`src/common/fid_pkg.sv`:
```
// Shared constants and types for the flash instruction host controller
package fid_pkg;

  // Register offsets (byte addresses, one aligned word each)
  localparam logic [5:0] REG_CTRL   = 6'h00;
  localparam logic [5:0] REG_ADDR   = 6'h04;
  localparam logic [5:0] REG_WDATA  = 6'h08;
  localparam logic [5:0] REG_SEL    = 6'h0C;
  localparam logic [5:0] REG_STATUS = 6'h10;
  localparam logic [5:0] REG_RDATA  = 6'h14;
  localparam logic [5:0] REG_BAD    = 6'h18;

  // Field positions
  localparam int CTRL_START   = 0;
  localparam int CTRL_OP_LSB  = 1;
  localparam int ST_BUSY      = 0;
  localparam int ST_DONE      = 1;
  localparam int ST_ERROR     = 2;
  localparam int ST_REFUSED   = 3;
  localparam int SEL_PRIM_LSB = 0;
  localparam int SEL_SEC_LSB  = 8;

  // Status bits in a flash data read
  localparam int BIT_POLL   = 7;
  localparam int BIT_FLIP   = 6;
  localparam int BIT_FAIL   = 5;
  localparam int BIT_WINDOW = 3;

  // Instruction bytes and addresses (low twelve bits only)
  localparam logic [7:0]  CODE_UNLOCK1 = 8'hAA;
  localparam logic [7:0]  CODE_UNLOCK2 = 8'h55;
  localparam logic [7:0]  CMD_ID       = 8'h90;
  localparam logic [7:0]  CMD_PROGRAM  = 8'hA0;
  localparam logic [7:0]  CMD_ERASE    = 8'h80;
  localparam logic [7:0]  CMD_SECTOR   = 8'h30;
  localparam logic [7:0]  CMD_BULK     = 8'h10;
  localparam logic [7:0]  CMD_RESET    = 8'hF0;
  localparam logic [11:0] ADDR_UNLOCK1 = 12'h555;
  localparam logic [11:0] ADDR_UNLOCK2 = 12'hAAA;
  localparam logic [11:0] ADDR_ID      = 12'h001;
  localparam logic [11:0] ADDR_PROT    = 12'h002;

  // Timing
  localparam int CLK_NS      = 40;
  localparam int T_STROBE_NS = 120;
  localparam int STROBE_CYC  = (T_STROBE_NS + CLK_NS - 1) / CLK_NS;

  // AXI response codes
  localparam logic [1:0] RESP_OKAY   = 2'b00;
  localparam logic [1:0] RESP_SLVERR = 2'b10;

  typedef enum logic [2:0] {
    OP_READ, OP_PROGRAM, OP_SECTOR_ERASE, OP_BULK_ERASE,
    OP_READ_ID, OP_READ_PROT, OP_RESET
  } fid_op_t;

  typedef enum logic [1:0] {K_WR, K_RD, K_POLL, K_END} fid_kind_t;

  typedef struct packed {
    fid_kind_t   kind;
    logic        user_addr;
    logic        user_data;
    logic [11:0] addr;
    logic [7:0]  data;
  } fid_step_t;

  typedef enum logic [2:0] {
    S_IDLE   = 3'b000,
    S_FETCH  = 3'b001,
    S_SETUP  = 3'b011,
    S_STROBE = 3'b111,
    S_HOLD   = 3'b101
  } fid_state_t;

endpackage

```
`src/hw/fid_host.sv`:
```
// Host controller sequencing flash instructions, driven over AXI4-Lite
`timescale 1ns/100ps
`default_nettype none

// Notes on behaviour
// Flash decodes written bytes as instruction steps; host sends them back to back.
// Bad byte or long gap aborts to read mode; host never pauses mid-instruction.
// Every coded instruction starts with AA at 555 then 55 at AAA.
// Upper address bits ignored; host keeps a sector select high each cycle.
// Bank follows which select group is high; identifier only on primary bank.
// Flash resets to read mode at power-up and locks writes at low supply.
// Host holds selects low and write strobe high through reset.
// Outside instructions flash reads behave like a ROM.
// Identifier read: three writes, then read with A6,A1,A0 = 0,0,1, primary select.
// Protection read: three writes, then read with A6,A1,A0 = 0,1,0.
// During program or erase, reads return status bits 7, 6, 5, 3.
// Poll bit reads inverted data bit 7 while programming, true afterwards.
// Status polling starts only after write four (program) or six (erase).
// Poll bit reads 0 during erase, 1 once erased.
// Program into a protected sector is silently ignored.
// Erase of only protected sectors: poll bit 0 about 100 us, no erase.
// Toggle bit inverts on each read while an operation runs.
// Host treats two identical successive reads as completion.
// Erase of only protected sectors: toggle bit 0 about 100 us.
// Error bit set on program or erase failure, else 0.
// Error bit cleared only by the reset instruction.
// Host stops using a sector after its program or erase failed.
// Erase window bit 0 for about 120 us after sector erase.
// Only the twelve low address bits take part in instruction decoding.
// After identifier, protection read or error, host sends the reset instruction.
// Flash times gaps between bytes with an internal timer.
module fid_host
  import fid_pkg::*;
#(
  parameter int FLASH_AW = 16
) (
  // Clock and reset
  input  wire logic                  aclk,
  input  wire logic                  aresetn,
  // AXI4-Lite write
  input  wire logic [5:0]            s_axi_awaddr,
  input  wire logic                  s_axi_awvalid,
  output logic                       s_axi_awready,
  input  wire logic [31:0]           s_axi_wdata,
  input  wire logic [3:0]            s_axi_wstrb,
  input  wire logic                  s_axi_wvalid,
  output logic                       s_axi_wready,
  output logic [1:0]                 s_axi_bresp,
  output logic                       s_axi_bvalid,
  input  wire logic                  s_axi_bready,
  // AXI4-Lite read
  input  wire logic [5:0]            s_axi_araddr,
  input  wire logic                  s_axi_arvalid,
  output logic                       s_axi_arready,
  output logic [31:0]                s_axi_rdata,
  output logic [1:0]                 s_axi_rresp,
  output logic                       s_axi_rvalid,
  input  wire logic                  s_axi_rready,
  // Flash bus
  output logic [FLASH_AW-1:0]        flash_addr,
  output logic [7:0]                 flash_dq_out,
  output logic                       flash_dq_oe,
  input  wire logic [7:0]            flash_dq_in,
  output logic                       flash_we_n,
  output logic                       flash_oe_n,
  output logic [7:0]                 primary_sector_selects,
  output logic [3:0]                 secondary_sector_selects
);

  generate
    if (FLASH_AW < 13 || FLASH_AW > 32) begin : g_bad_aw
      $error("FLASH_AW must be 13 to 32");
    end
  endgenerate

  fid_state_t            state;
  fid_op_t               run_op;
  fid_step_t             cur_reg;
  fid_step_t             nxt;
  logic [3:0]            idx_reg;
  logic [1:0]            cnt_reg;
  logic [2:0]            wr_cnt;
  logic [7:0]            rd_cur;
  logic [7:0]            rd_prev;
  logic                  prev_valid;
  logic                  fail_seen;
  logic [FLASH_AW-1:0]   addr_reg;
  logic [7:0]            wdata_reg;
  logic [11:0]           sel_reg;
  logic [11:0]           bad_reg;
  logic                  done_reg;
  logic                  error_reg;
  logic                  refused_reg;
  logic [31:0]           rd_mux;
  logic                  rd_hit;

  function automatic fid_step_t mk(input fid_kind_t k, input logic ua, input logic ud,
                                   input logic [11:0] a, input logic [7:0] d);
    mk = '{kind: k, user_addr: ua, user_data: ud, addr: a, data: d};
  endfunction

  // Cycle table of each instruction
  function automatic fid_step_t step_of(input fid_op_t op, input logic [3:0] idx);
    fid_step_t s;
    s = mk(K_END, 1'b0, 1'b0, 12'h000, 8'h00);
    if (op == OP_READ) begin
      if (idx == 4'h0) s = mk(K_RD, 1'b1, 1'b0, 12'h000, 8'h00);
    end else if (op == OP_RESET) begin
      if (idx == 4'h0) s = mk(K_WR, 1'b1, 1'b0, 12'h000, CMD_RESET);
    end else if (idx == 4'h0) begin
      s = mk(K_WR, 1'b0, 1'b0, ADDR_UNLOCK1, CODE_UNLOCK1);
    end else if (idx == 4'h1) begin
      s = mk(K_WR, 1'b0, 1'b0, ADDR_UNLOCK2, CODE_UNLOCK2);
    end else begin
      case (op)
        OP_PROGRAM: begin
          if (idx == 4'h2) s = mk(K_WR, 1'b0, 1'b0, ADDR_UNLOCK1, CMD_PROGRAM);
          if (idx == 4'h3) s = mk(K_WR, 1'b1, 1'b1, 12'h000, 8'h00);
          if (idx == 4'h4) s = mk(K_POLL, 1'b1, 1'b0, 12'h000, 8'h00);
        end
        OP_SECTOR_ERASE, OP_BULK_ERASE: begin
          if (idx == 4'h2) s = mk(K_WR, 1'b0, 1'b0, ADDR_UNLOCK1, CMD_ERASE);
          if (idx == 4'h3) s = mk(K_WR, 1'b0, 1'b0, ADDR_UNLOCK1, CODE_UNLOCK1);
          if (idx == 4'h4) s = mk(K_WR, 1'b0, 1'b0, ADDR_UNLOCK2, CODE_UNLOCK2);
          if (idx == 4'h5 && op == OP_SECTOR_ERASE)
            s = mk(K_WR, 1'b1, 1'b0, 12'h000, CMD_SECTOR);
          if (idx == 4'h5 && op == OP_BULK_ERASE)
            s = mk(K_WR, 1'b0, 1'b0, ADDR_UNLOCK1, CMD_BULK);
          if (idx == 4'h6) s = mk(K_POLL, 1'b1, 1'b0, 12'h000, 8'h00);
        end
        OP_READ_ID, OP_READ_PROT: begin
          if (idx == 4'h2) s = mk(K_WR, 1'b0, 1'b0, ADDR_UNLOCK1, CMD_ID);
          if (idx == 4'h3)
            s = mk(K_RD, 1'b0, 1'b0, (op == OP_READ_ID) ? ADDR_ID : ADDR_PROT, 8'h00);
          if (idx == 4'h4) s = mk(K_WR, 1'b1, 1'b0, 12'h000, CMD_RESET);
        end
        default: s = mk(K_END, 1'b0, 1'b0, 12'h000, 8'h00);
      endcase
    end
    return s;
  endfunction

  // Command acceptance
  logic    wr_hs;
  logic    rd_hs;
  logic    ctrl_start;
  logic    start_ok;
  logic    start_go;
  fid_op_t op_req;
  logic    erase_or_prog;
  logic    poll_ok;
  logic    poll_bad;
  logic    done_evt;
  logic    err_evt;

  assign wr_hs      = s_axi_awready && s_axi_awvalid && s_axi_wready && s_axi_wvalid;
  assign rd_hs      = s_axi_arready && s_axi_arvalid;
  assign ctrl_start = wr_hs && s_axi_awaddr == REG_CTRL && s_axi_wstrb[0]
                      && s_axi_wdata[CTRL_START];
  assign op_req     = fid_op_t'(s_axi_wdata[CTRL_OP_LSB +: 3]);
  assign erase_or_prog = op_req == OP_PROGRAM || op_req == OP_SECTOR_ERASE
                         || op_req == OP_BULK_ERASE;
  // A select is needed for any access; identifier lives on primary bank only
  assign start_ok   = state == S_IDLE && op_req <= OP_RESET && sel_reg != 12'h000
                      && !(op_req == OP_READ_ID && sel_reg[7:0] == 8'h00)
                      && !(erase_or_prog && (sel_reg & bad_reg) != 12'h000);
  assign start_go   = ctrl_start && start_ok;
  assign nxt        = step_of(run_op, idx_reg);
  assign poll_ok    = prev_valid && rd_cur == rd_prev;
  assign poll_bad   = !poll_ok && fail_seen;
  assign done_evt   = state == S_FETCH && nxt.kind == K_END;
  assign err_evt    = state == S_HOLD && cur_reg.kind == K_POLL && poll_bad;

  // Sequencer and flash pins
  always_ff @(posedge aclk) begin
    if (!aresetn) begin
      state                    <= S_IDLE;
      run_op                   <= OP_READ;
      cur_reg                  <= '0;
      idx_reg                  <= 4'h0;
      cnt_reg                  <= 2'h0;
      wr_cnt                   <= 3'h0;
      rd_cur                   <= 8'h00;
      rd_prev                  <= 8'h00;
      prev_valid               <= 1'b0;
      fail_seen                <= 1'b0;
      flash_addr               <= '0;
      flash_dq_out             <= 8'h00;
      flash_dq_oe              <= 1'b0;
      flash_we_n               <= 1'b1;
      flash_oe_n               <= 1'b1;
      primary_sector_selects   <= 8'h00;
      secondary_sector_selects <= 4'h0;
    end else begin
      case (state)
        S_IDLE: begin
          if (start_go) begin
            run_op     <= op_req;
            idx_reg    <= 4'h0;
            wr_cnt     <= 3'h0;
            prev_valid <= 1'b0;
            fail_seen  <= 1'b0;
            state      <= S_FETCH;
          end
        end
        S_FETCH: begin
          cur_reg <= nxt;
          if (nxt.kind == K_END) begin
            state <= S_IDLE;
          end else begin
            // Upper bits carry the user address; decode uses the low twelve
            flash_addr <= nxt.user_addr ? addr_reg
                                        : {addr_reg[FLASH_AW-1:12], nxt.addr};
            flash_dq_out             <= nxt.user_data ? wdata_reg : nxt.data;
            flash_dq_oe              <= nxt.kind == K_WR;
            primary_sector_selects   <= sel_reg[SEL_PRIM_LSB +: 8];
            secondary_sector_selects <= sel_reg[SEL_SEC_LSB +: 4];
            state                    <= S_SETUP;
          end
        end
        S_SETUP: begin
          if (cur_reg.kind == K_WR) begin
            flash_we_n <= 1'b0;
          end else begin
            flash_oe_n <= 1'b0;
          end
          cnt_reg <= 2'(STROBE_CYC - 1);
          state   <= S_STROBE;
        end
        S_STROBE: begin
          if (cnt_reg == 2'h0) begin
            flash_we_n <= 1'b1;
            flash_oe_n <= 1'b1;
            if (cur_reg.kind == K_WR) begin
              wr_cnt <= wr_cnt + 3'h1;
            end else begin
              rd_cur <= flash_dq_in;
            end
            state <= S_HOLD;
          end else begin
            cnt_reg <= cnt_reg - 2'h1;
          end
        end
        S_HOLD: begin
          // Short gap keeps the next byte well inside the flash timeout
          flash_dq_oe              <= 1'b0;
          primary_sector_selects   <= 8'h00;
          secondary_sector_selects <= 4'h0;
          state                    <= S_FETCH;
          if (cur_reg.kind != K_POLL) begin
            idx_reg <= idx_reg + 4'h1;
          end else if (poll_ok) begin
            idx_reg <= idx_reg + 4'h1;
          end else if (poll_bad) begin
            // Still toggling after fail bit seen: abort with reset
            run_op  <= OP_RESET;
            idx_reg <= 4'h0;
          end else begin
            // Fail bit may rise with the last toggle, so read once more
            fail_seen  <= rd_cur[BIT_FAIL];
            rd_prev    <= rd_cur;
            prev_valid <= 1'b1;
          end
        end
        default: state <= S_IDLE;
      endcase
    end
  end

  // Sticky status, write one to clear; a set in the same cycle wins
  always_ff @(posedge aclk) begin
    if (!aresetn) begin
      done_reg    <= 1'b0;
      error_reg   <= 1'b0;
      refused_reg <= 1'b0;
      bad_reg     <= 12'h000;
    end else begin
      if (done_evt) begin
        done_reg <= 1'b1;
      end else if (wr_hs && s_axi_awaddr == REG_STATUS && s_axi_wstrb[0]
                   && s_axi_wdata[ST_DONE]) begin
        done_reg <= 1'b0;
      end
      if (err_evt) begin
        error_reg <= 1'b1;
      end else if (wr_hs && s_axi_awaddr == REG_STATUS && s_axi_wstrb[0]
                   && s_axi_wdata[ST_ERROR]) begin
        error_reg <= 1'b0;
      end
      if (ctrl_start && !start_ok) begin
        refused_reg <= 1'b1;
      end else if (wr_hs && s_axi_awaddr == REG_STATUS && s_axi_wstrb[0]
                   && s_axi_wdata[ST_REFUSED]) begin
        refused_reg <= 1'b0;
      end
      if (err_evt) begin
        bad_reg <= bad_reg | sel_reg;
      end else if (wr_hs && s_axi_awaddr == REG_BAD) begin
        bad_reg <= bad_reg & ~s_axi_wdata[11:0];
      end
    end
  end

  // Read decode
  always_comb begin
    rd_mux = 32'h0000_0000;
    rd_hit = 1'b1;
    if (s_axi_araddr == REG_CTRL) begin
      rd_mux = {28'h0, run_op, 1'b0};
    end else if (s_axi_araddr == REG_ADDR) begin
      rd_mux = 32'(addr_reg);
    end else if (s_axi_araddr == REG_WDATA) begin
      rd_mux = {24'h0, wdata_reg};
    end else if (s_axi_araddr == REG_SEL) begin
      rd_mux = {20'h0, sel_reg};
    end else if (s_axi_araddr == REG_STATUS) begin
      rd_mux = {28'h0, refused_reg, error_reg, done_reg, state != S_IDLE};
    end else if (s_axi_araddr == REG_RDATA) begin
      rd_mux = {24'h0, rd_cur};
    end else if (s_axi_araddr == REG_BAD) begin
      rd_mux = {20'h0, bad_reg};
    end else begin
      rd_hit = 1'b0;
    end
  end

  // AXI4-Lite slave; configuration frozen while an instruction runs
  always_ff @(posedge aclk) begin
    if (!aresetn) begin
      s_axi_awready <= 1'b0;
      s_axi_wready  <= 1'b0;
      s_axi_bvalid  <= 1'b0;
      s_axi_bresp   <= RESP_OKAY;
      s_axi_arready <= 1'b0;
      s_axi_rvalid  <= 1'b0;
      s_axi_rdata   <= 32'h0000_0000;
      s_axi_rresp   <= RESP_OKAY;
      addr_reg      <= '0;
      wdata_reg     <= 8'h00;
      sel_reg       <= 12'h000;
    end else begin
      s_axi_awready <= !s_axi_awready && !s_axi_bvalid && s_axi_awvalid && s_axi_wvalid;
      s_axi_wready  <= !s_axi_awready && !s_axi_bvalid && s_axi_awvalid && s_axi_wvalid;
      if (wr_hs) begin
        s_axi_bvalid <= 1'b1;
        s_axi_bresp  <= (s_axi_awaddr <= REG_BAD && s_axi_awaddr[1:0] == 2'b00)
                        ? RESP_OKAY : RESP_SLVERR;
        if (state == S_IDLE) begin
          if (s_axi_awaddr == REG_ADDR) begin
            for (int i = 0; i < FLASH_AW; i++) begin
              if (s_axi_wstrb[i / 8]) begin
                addr_reg[i] <= s_axi_wdata[i];
              end
            end
          end else if (s_axi_awaddr == REG_WDATA && s_axi_wstrb[0]) begin
            wdata_reg <= s_axi_wdata[7:0];
          end else if (s_axi_awaddr == REG_SEL) begin
            if (s_axi_wstrb[0]) sel_reg[7:0] <= s_axi_wdata[7:0];
            if (s_axi_wstrb[1]) sel_reg[11:8] <= s_axi_wdata[11:8];
          end
        end
      end else if (s_axi_bvalid && s_axi_bready) begin
        s_axi_bvalid <= 1'b0;
      end
      s_axi_arready <= !s_axi_arready && !s_axi_rvalid && s_axi_arvalid;
      if (rd_hs) begin
        s_axi_rvalid <= 1'b1;
        s_axi_rdata  <= rd_mux;
        s_axi_rresp  <= rd_hit ? RESP_OKAY : RESP_SLVERR;
      end else if (s_axi_rvalid && s_axi_rready) begin
        s_axi_rvalid <= 1'b0;
      end
    end
  end
endmodule

`default_nettype wire

```
`config.mk`:
```
export PLATFORM = sky130hd
export DESIGN_NAME = fid_host
export DESIGN_NICKNAME = d
export VERILOG_FILES = /design/src/common/fid_pkg.sv /design/src/hw/fid_host.sv
export SDC_FILE = /design/constraint.sdc
export NUM_CORES = 1
export LEC_CHECK = 0
export BUFFER_PORTS_ARGS = -buffer_cell sky130_fd_sc_hd__buf_2
export CORE_MARGIN = 8
export CORE_UTILIZATION = 46
export CTS_CLUSTER_SIZE = 8
export DETAILED_ROUTE_END_ITERATION = 10
export MAX_ROUTING_LAYER = met4
export PLACE_DENSITY = 0.65
export SLEW_MARGIN = 20
export SYNTH_ARGS = -nofsm -noshare
export SYNTH_HDL_FRONTEND = slang
export SYNTH_SLANG_ARGS = --single-unit
```
`constraint.sdc`:
```
create_clock -name aclk -period 4.4 [get_ports aclk]
set_clock_uncertainty 0.15 [all_clocks]
set_input_delay 0.66 -clock aclk [delete_from_list [all_inputs] [get_ports aclk]]
set_output_delay 0.66 -clock aclk [all_outputs]
set_load 0.03 [all_outputs]
```
After elaboration in Yosys (flattened, before gate mapping). Index checks and enable logic that the tools add are counted.

Bitwise operators: 11. Reduce and logical (&&, ||, !) cells: 87. Muxes and demuxes: 86. Equal/unequal tests: 46. Order comparisons: 2. Add/sub/neg operators: 2.

Operators by type and width (count): $mux W24 (18); $mux W12 (8); $pmux W24 S3 (1); $logic_and A1 B1 Y1 (37); $mux W16 (2); $eq A6 B5 Y1 const B (5); $mux W1 (28); $and A12 B12 Y12 (2); $eq A6 B4 Y1 const B (4); $reduce_bool A12 Y1 (2); $ne A2 B2 Y1 const B (11); $mux W4 (5); $eq A3 B3 Y1 const B (6); $mux W3 (6); $reduce_bool A2 Y1 (9); $mux W8 (2); $pmux W4 S2 (2); $pmux W8 S2 (1); $reduce_and A4 Y1 (4); $eq A3 B2 Y1 const B (5); $pmux W3 S5 (1); $eq A4 B3 Y1 const B (3); $eq A6 B3 Y1 const B (2); $logic_not A6 Y1 (2); 29 further kinds (68).

Output and inout bits: 80. Register bits: 162. Logic and storage cells: 266. Input port bits: 63.

Depth between registers and ports, before layout. Gate-level depths: netlist of the first run.

Depth in word-level cells: 15. Gate-level depth with buffers: 12. Mapped depth without buffers: 9.

Least setup slack after synthesis of the first run. OpenSTA, ideal clock, no wires.

Path kind: in2reg. Start point: in s_axi_awaddr[1]. End point: reg run_op[1]. Slack: 1.819 ns. Stages: 7. Library setup time: 0.061 ns. Data required time: 4.189 ns. Buffers on the path: 1. Arrival: 2.370 ns. Cells stage by stage: or4_1 -> buf_2 -> nor4_4 -> o311ai_2 -> a21oi_2 -> and2b_1 -> o221a_1.

Cells in the longest elaborated chain, start to end: 7.

RTL lines: from (decl) (RTL line fid_host.sv:41) `input wire logic [5:0] s_axi_awaddr,`; $logic_not A6 Y1 (RTL line fid_host.sv:158) `assign ctrl_start = wr_hs && s_axi_awaddr == REG_CTRL && s_axi_wstrb[0]`; $logic_and A1 B1 Y1 (2 in series) (RTL line fid_host.sv:158); $logic_and A1 B1 Y1 (RTL line fid_host.sv:159) `&& s_axi_wdata[CTRL_START];`; $logic_and A1 B1 Y1 (RTL line fid_host.sv:167) `assign start_go = ctrl_start && start_ok;`; $ne A2 B2 Y1 (no line); $reduce_and A5 Y1 (no line); to (signal assigned) (RTL line fid_host.sv:198) `run_op <= op_req;`; to (decl) (RTL line fid_host.sv:77) `fid_op_t run_op;`.

Every way passes these cells. A chain may end at the register's enable or synchronous reset.

Worst setup path after layout of the first run.
Start point: reg idx_reg[2]. End point: reg secondary_sector_selects[1].

Cells in the longest elaborated chain, start to end: 15. Elaborated cells on any way between the ends: 31. Those cells by class: 8 x eq/ne; 19 x mux; 4 x reduce/logical.

RTL lines: from (decl) (RTL line fid_host.sv:80) `logic [3:0] idx_reg;`; from (signal assigned) (RTL line fid_host.sv:251) `idx_reg <= idx_reg + 4'h1;`; from (signal assigned) (RTL line fid_host.sv:253) `idx_reg <= idx_reg + 4'h1;`; $eq A4 B2 Y1 (RTL line fid_host.sv:117, fid_host.sv:122, fid_host.sv:132); $mux W24 (RTL line fid_host.sv:122) `if (idx == 4'h2) s = mk(K_WR, 1'b0, 1'b0, ADDR_UNLOCK1, CMD_ERASE);`; $mux W24 (RTL line fid_host.sv:123) `if (idx == 4'h3) s = mk(K_WR, 1'b0, 1'b0, ADDR_UNLOCK1, CODE_UNLOCK1);`; $mux W24 (RTL line fid_host.sv:124) `if (idx == 4'h4) s = mk(K_WR, 1'b0, 1'b0, ADDR_UNLOCK2, CODE_UNLOCK2);`; $mux W24 (RTL line fid_host.sv:125) `if (idx == 4'h5 && op == OP_SECTOR_ERASE)`; $mux W24 (RTL line fid_host.sv:127) `if (idx == 4'h5 && op == OP_BULK_ERASE)`; $mux W24 (RTL line fid_host.sv:129) `if (idx == 4'h6) s = mk(K_POLL, 1'b1, 1'b0, 12'h000, 8'h00);`; $pmux W24 S3 (RTL line fid_host.sv:115) `case (op)`; $mux W24 (RTL line fid_host.sv:112) `end else if (idx == 4'h1) begin`; $mux W24 (RTL line fid_host.sv:110) `end else if (idx == 4'h0) begin`; $mux W24 (RTL line fid_host.sv:108) `end else if (op == OP_RESET) begin`; $mux W24 (*) (RTL line fid_host.sv:106) `if (op == OP_READ) begin`; $eq A2 B2 Y1 (*) (RTL line fid_host.sv:208) `if (nxt.kind == K_END) begin`; $ne A2 B2 Y1 (no line) (*); $reduce_and A2 Y1 (no line) (*); to (signal assigned) (RTL line fid_host.sv:217) `secondary_sector_selects <= sel_reg[SEL_SEC_LSB +: 4];`; to (decl) (RTL line fid_host.sv:67) `output logic [3:0] secondary_sector_selects`.

Every way passes the cells marked *; elsewhere a longest branch is shown, timed or not.

==> results of run 1 <==
## power by group through the flow
stage                     clock (mW)  combinational, mW  sequential [mW]
after CTS                       1.47              0.137             1.31
final                           1.46              0.139             1.31
after global placement             0              0.137             1.34
after detailed placement           0              0.137             1.34
after floorplan                    0             0.0895             1.35
after global routing            1.53              0.149             1.31
## final cells by class
cell class,instances,area (sq um)
Sequential cell,144,2880
Clock buffer,19,443
Inverter,15,58.8
Multi-Input combinational cell,622,3860
Antenna cell,1,2.50
Clock inverter,10,138
Timing Repair Buffer,114,603
Tap cell,188,235
Fill cell,1491,6980
## critical path: stages, from the launching register on
cell       delay (ns)
dfxtp_1          0.67
and2b_1          0.44
nand2_1          0.19
a221oi_1         0.44
o2bb2ai_1        0.24
a21boi_4         0.66
buf_4            0.33
nand2_1          0.08
a21oi_1          0.12
## cell families (layout without fill, tap and decap cells)
logic type	Yosys count	in the layout	share of synthesized area, %
other cells	1	19	0.0526
mux	62	62	8.72
buf+inv	91	158	6.44
xor+xnor	8	8	0.983
simple gates	320	320	22.0
compound gates	207	207	20.1
fa+ha+maj	7	7	1.23
flops	144	144	40.4
## metrics by stage
stage / std cells / instance area, sq um / hold slack, ns / worst slack (ns) / utilization, %
6_report: 1113 / 8220 / 0.289 / 0.985 / 54.1
5_1_grt: 1113 / 8220 / 0.304 / 0.734 / 54.1
4_1_cts: 1112 / 8220 / 0.288 / 1.04 / 54.1
3_5_place_dp: 1083 / 7640 / 0.284 / 1.05 / 50.3
3_3_place_gp: 1083 / 7640 / 0.286 / 1.05 / 50.3
2_1_floorplan: 857 / 7190 / 0.290 / 1.82 / -
## placed cells by master (no fill, tap or decap), drive strengths merged, types with 4 or more instances in the layout
master / Yosys / layout
nor3: 28 / 28
o22ai: 5 / 5
a31oi: 8 / 8
xnor2: 8 / 8
nor2: 118 / 118
a21oi: 68 / 68
a221oi: 5 / 5
inv: 15 / 16
nand2: 79 / 79
and2: 8 / 8
o311ai: 4 / 4
a22oi: 15 / 15
or2: 6 / 6
mux2i: 61 / 61
clkinv: 0 / 4
or4: 4 / 4
nand2b: 7 / 7
a31o: 5 / 5
o211ai: 4 / 4
dfxtp: 144 / 144
nor4: 9 / 9
o21ai: 25 / 25
nor3b: 7 / 7
a311oi: 7 / 7
ha: 7 / 7
o31ai: 4 / 4
nand3: 31 / 31
buf: 37 / 114
a211oi: 25 / 25
nor2b: 6 / 6
a32oi: 4 / 4
clkbuf: 39 / 19
conb: 1 / 18
## how the worst max path moves through the flow
stage / startpoint / end / slack (ns) / cells after the start
floorplan: s_axi_awaddr[1] / run_op[1] / 1.82 / 7
global placement: idx_reg[2] / secondary_sector_selects[0] / 1.05 / 8
detailed placement: idx_reg[2] / primary_sector_selects[7] / 1.05 / 8
CTS: idx_reg[2] / secondary_sector_selects[1] / 1.04 / 8
global route: idx_reg[0] / flash_addr[13] / 0.73 / 10
finish: idx_reg[2] / secondary_sector_selects[1] / 0.98 / 8
## metal layers
metal | routed length (um) | vias to the layer above | global-route usage [%]
li1 | - | 3146 | -
met3 | 1380 | 29 | 4.99
met5 | 0 | - | -
met1 | 9720 | 3031 | 28.0
met4 | 323 | 0 | 6.90
met2 | 9610 | 240 | 33.7
==> flow_summary.ini, run 1 <==
[pwr]
cellInternalPower_mw = 2.24
seq_power_share_pct = 45.2
leakagePower_nw = 3.15
powerDensity_nw_per_um2 = 354
switchingPower_mw = 0.669
clkPwrFrac_pct = 50.1
total_power_mw = 2.91
p_sw_share_pct = 23.0
ir_drop_uv = 278
p_comb_share_pct = 4.8

[timing]
final.setup.tns_ns = 0
worst_pin_slew_ns = 0.928
drv_slew = 0
setup_violations = 0
grt_setup_unrepaired = no
slew_headroom_pct = 37.9
fin_crit_ns = 3.42
max_freq_mhz = 293
hold_viol = 0
fin_crit_sh_pct = 77.6

[grt]
antenna_found_initial = 1
grt_pass1_vias = 6042
grt_start_max_net_pins = 82
track_usage_pct = 21.9
overflow = 0
grt_first_pass_wirelength_mm = 33.5

[setup_path]
cp.arrival_ns = 3.61
r2r-end = secondary_sector_selects[1]
r2r_cells = 8
worstSetupEndpointType = flip-flop
cp_max_fo = 27
path_class = reg -> reg
start_kind = flip-flop
ff2ff_setup_slack_ns = 0.98
r2r_start = idx_reg[2]
required_ns = 4.60

[route]
drtIter0Drc = 610
dr.pass1.iters = 7
ant_nets = 0
wire_per_inst_um = 18.9
dr_total_vias = 6446
routed_wirelength_mm = 21.0
drc_errors = 0
routed_via_density = 5.79

[hold_path]
min-delay-start = s_axi_rvalid
whs_path_depth = 1
hp-class = reg -> reg
min_to = s_axi_arready

[clocking]
clk_pin_slew_worst_paths_ns = 0.06
clock-sinks = 144
htree_levels = 4
cts_tree = yes
hold_buffers = 0
cts_resized = 0
post_cts_buffers = 0
cts_buffers = 17
clockBufferDepth = 2
clockRootBuffer = clkbuf_16
clock_latency_ns = 0.43

[logic_synthesis]
synth_edf_count = 0
synth_top_area_share_pct = 40.4
yosys.area.top_type = dfxtp_1
yosys_warnings = 0
yosysMostFrequentCell = dfxtp_1
yosys_register_bits = 144
synth_flop_cell = dfxtp_1
synthTopCellsByArea = dfxtp_1, mux2i_1, nor2_1, a21oi_1, nand2_1
ys_seq_area_share_pct = 40.4
synthDistinctLibCells = 80
synthArstFlopShare_pct = 0
synth_commonest_cells = dfxtp_1, nor2_1, nand2_1
synth_cells = 840
synthesis.area_sq_um = 7130
syn_area_per_cell_sq_um = 8.49

[placement]
hpwl_mm = 15.0
port_buffers = 106
routabilityCongestion = 0.939

[run_status]
status = completed

[die]
fp.dieW_um = 140
rows = 45
start_util_pct = 46.9
die_area_sq_um = 19700
die_h_um = 140
coreArea_sq_um = 15200
io_pins = 143

[layout]
drive_gt1_share_pct = 19.4
num-nets-final = 984
area_growth_pct = 15.4

[job]
max-cap-violations = 0
Note: power is estimated with default switching activity, not from simulation.
==> run 2, diff against run 1 <==
--- a/config.mk
+++ b/config.mk
@@ -5,13 +5,14 @@
 export SDC_FILE = /design/constraint.sdc
 export NUM_CORES = 1
 export LEC_CHECK = 0
+export ABC_AREA = 1
 export BUFFER_PORTS_ARGS = -buffer_cell sky130_fd_sc_hd__buf_2
 export CORE_MARGIN = 8
 export CORE_UTILIZATION = 46
 export CTS_CLUSTER_SIZE = 8
 export DETAILED_ROUTE_END_ITERATION = 10
 export MAX_ROUTING_LAYER = met4
-export PLACE_DENSITY = 0.65
+export PLACE_DENSITY = 0.67
 export SLEW_MARGIN = 20
 export SYNTH_ARGS = -nofsm -noshare
 export SYNTH_HDL_FRONTEND = slang
==> constraint.sdc (replaced) <==
create_clock -name aclk -period 3.1 [get_ports aclk]
set_clock_uncertainty 0.15 [all_clocks]
set_input_delay 0.465 -clock aclk [delete_from_list [all_inputs] [get_ports aclk]]
set_output_delay 0.465 -clock aclk [all_outputs]
set_load 0.03 [all_outputs]
==> run 2 against run 1 <==
Die area down 0.14%; fmax rose by 31%; utilization increased by 1.0 points; register-to-register slack got worse by 0.49 ns; routed wire length decreased by 4.1%; critical path depth up 6; cell count increased by 20%; worst setup slack lost 0.49 ns; hold slack worse by 0.17 ns; first-iteration DRC count decreased by 20%; design area up 1.5%; synthesized area shrank 0.16%; largest power group unchanged; highest routed layer unchanged.
==> flow_summary.ini, run 2 <==
[setup_path]
path_class = reg -> reg
required_ns = 3.26
cp_max_fo = 33
worstSetupEndpointType = flip-flop
cp.arrival_ns = 2.77
start_kind = flip-flop
r2r_cells = 14

[clocking]
htree_levels = 4
clock_latency_ns = 0.43
clock-sinks = 144
cts_resized = 0
clockBufferDepth = 2
post_cts_buffers = 0
hold_buffers = 0
cts_tree = yes
clockRootBuffer = clkbuf_16
cts_buffers = 17
clk_pin_slew_worst_paths_ns = 0.06

[grt]
track_usage_pct = 20.7
grt_first_pass_wirelength_mm = 32.1
grt_pass1_vias = 6457
antenna_found_initial = 0
overflow = 0
grt_start_max_net_pins = 83

[pwr]
leakagePower_nw = 3.53
total_power_mw = 4.19
p_comb_share_pct = 4.2
powerDensity_nw_per_um2 = 502
switchingPower_mw = 0.950
cellInternalPower_mw = 3.24
clkPwrFrac_pct = 51.5
seq_power_share_pct = 44.3
ir_drop_uv = 469
p_sw_share_pct = 22.7

[die]
io_pins = 143
fp.dieW_um = 140
coreArea_sq_um = 15100
start_util_pct = 47.0
die_h_um = 140
die_area_sq_um = 19700
rows = 45

[layout]
num-nets-final = 1210
seq_area_sq_um = 2880
multiInputGateArea_sq_um = 3500
drive_gt1_share_pct = 15.4
final_common_cell = nand2_1
final_cell_mix = nand2_1, dfxtp_1, a21oi_1
fin_area_sq_um = 8350
diodes = 0
area_growth_pct = 17.3
fillCellCount = 1545

[logic_synthesis]
synth_flop_cell = dfxtp_1
yosysMostFrequentCell = nand2_1
synth_top_area_share_pct = 40.5
synthDistinctLibCells = 44
synth_cells = 1041
synth_edf_count = 0
synth_commonest_cells = nand2_1, dfxtp_1, a21oi_1
yosys_warnings = 0
yosys.area.top_type = dfxtp_1
yosys_register_bits = 144
synthArstFlopShare_pct = 0
ys_seq_area_share_pct = 40.5
synthTopCellsByArea = dfxtp_1, nand2_1, a21oi_1, o21ai_0, nor2_1
synthesis.area_sq_um = 7120
syn_area_per_cell_sq_um = 6.84

[route]
drtIter0Drc = 491
drc_errors = 0
dr.pass1.iters = 5
routed_wirelength_mm = 20.2
ant_nets = 0
dr_total_vias = 7006
routed_via_density = 5.23
wire_per_inst_um = 15.0

[placement]
routabilityCongestion = 0.921
hpwl_mm = 15.1
port_buffers = 106
placed_cell_area_sq_um = 7730

[timing]
grt_setup_unrepaired = no
drv_slew = 0
hold_viol = 0
slew_headroom_pct = 50.9
worst_pin_slew_ns = 0.732
fin_crit_sh_pct = 84.2
max_freq_mhz = 383
fin_crit_ns = 2.61
final.setup.tns_ns = 0
setup_violations = 0

[hold_path]
hp-class = in -> reg
whs_path_depth = 3

[job]
max-cap-violations = 0

[run_status]
status = completed
run 2: changes by cell type after synthesis, moves of 10 or more:
cell	previous run	this run
a21oi_1	66	129
o21ai_0	24	93
a22oi_1	15	5
a211oi_1	24	1
nand2_1	79	187
nand3_1	29	74
o22ai_1	5	15
inv_1	15	118
mux2i_1	61	0
nand4_1	1	15
clkbuf_1	38	25
run 2: critical path: stages (launching register included):
cell     delay [ns]
dfxtp_1        0.46
inv_1          0.14
ha_1           0.32
nand2_2        0.13
o21ai_1        0.09
a21oi_1        0.13
nand2_1        0.09
nand2_1        0.13
nand2_2        0.08
nand3_2        0.10
nand2_4        0.14
inv_4          0.29
nand2_1        0.11
nand2_1        0.08
nor2_1         0.05
run 2: area by class of cell:
cell class                 count  share of cell area (%)
inverter                     125                    5.65
tap                          188                    2.82
multi-input combinational    732                    42.0
sequential                   144                    34.5
clock buffer                  18                    5.14
clock inverter                13                    2.26
timing repair buffer         120                    7.62
run 2: metal layers:
metal  track usage, %  wire [um]  vias up
met5                -          0        -
met4             8.46        505        0
met3             4.72       1410       45
met2             32.0       8970      234
met1             25.6       9270     3119
li1                 -          -     3608
run 2: worst paths after layout:
check | end | from | slack, ns
max reg2reg | flash_dq_out[1] | run_op[1] | 0.49
min reg2reg | s_axi_arready | s_axi_arready | 0.28
max | flash_dq_out[1] | run_op[1] | 0.49
min | s_axi_arready | s_axi_arvalid | 0.12
run 2: power by group through the flow:
stage                     logic (mW)  registers (mW)  clock network (mW)
after floorplan                0.117            1.90                   0
after global placement         0.172            1.90                   0
after detailed placement       0.173            1.90                   0
after CTS                      0.174            1.86                2.19
after global routing           0.192            1.86                2.26
final                          0.176            1.86                2.16
run 2: cells by family after synthesis:
family | after synthesis | share of synthesized area, %
xor+xnor | 3 | 0.369
buf+inv | 182 | 11.3
compound gates | 259 | 19.3
fa+ha+maj | 7 | 1.23
flops | 144 | 40.5
simple gates | 445 | 27.3
other cells | 1 | 0.0527
run 2: metrics by stage:
stage | util, % | cells | setup WS (ns) | hold slack [ns]
2_1_floorplan | - | 1058 | 1.01 | 0.272
3_3_place_gp | 51.0 | 1309 | 0.583 | 0.272
3_5_place_dp | 51.0 | 1309 | 0.556 | 0.278
4_1_cts | 55.1 | 1340 | 0.521 | 0.113
5_1_grt | 55.1 | 1340 | 0.260 | 0.133
6_report | 55.1 | 1340 | 0.491 | 0.120
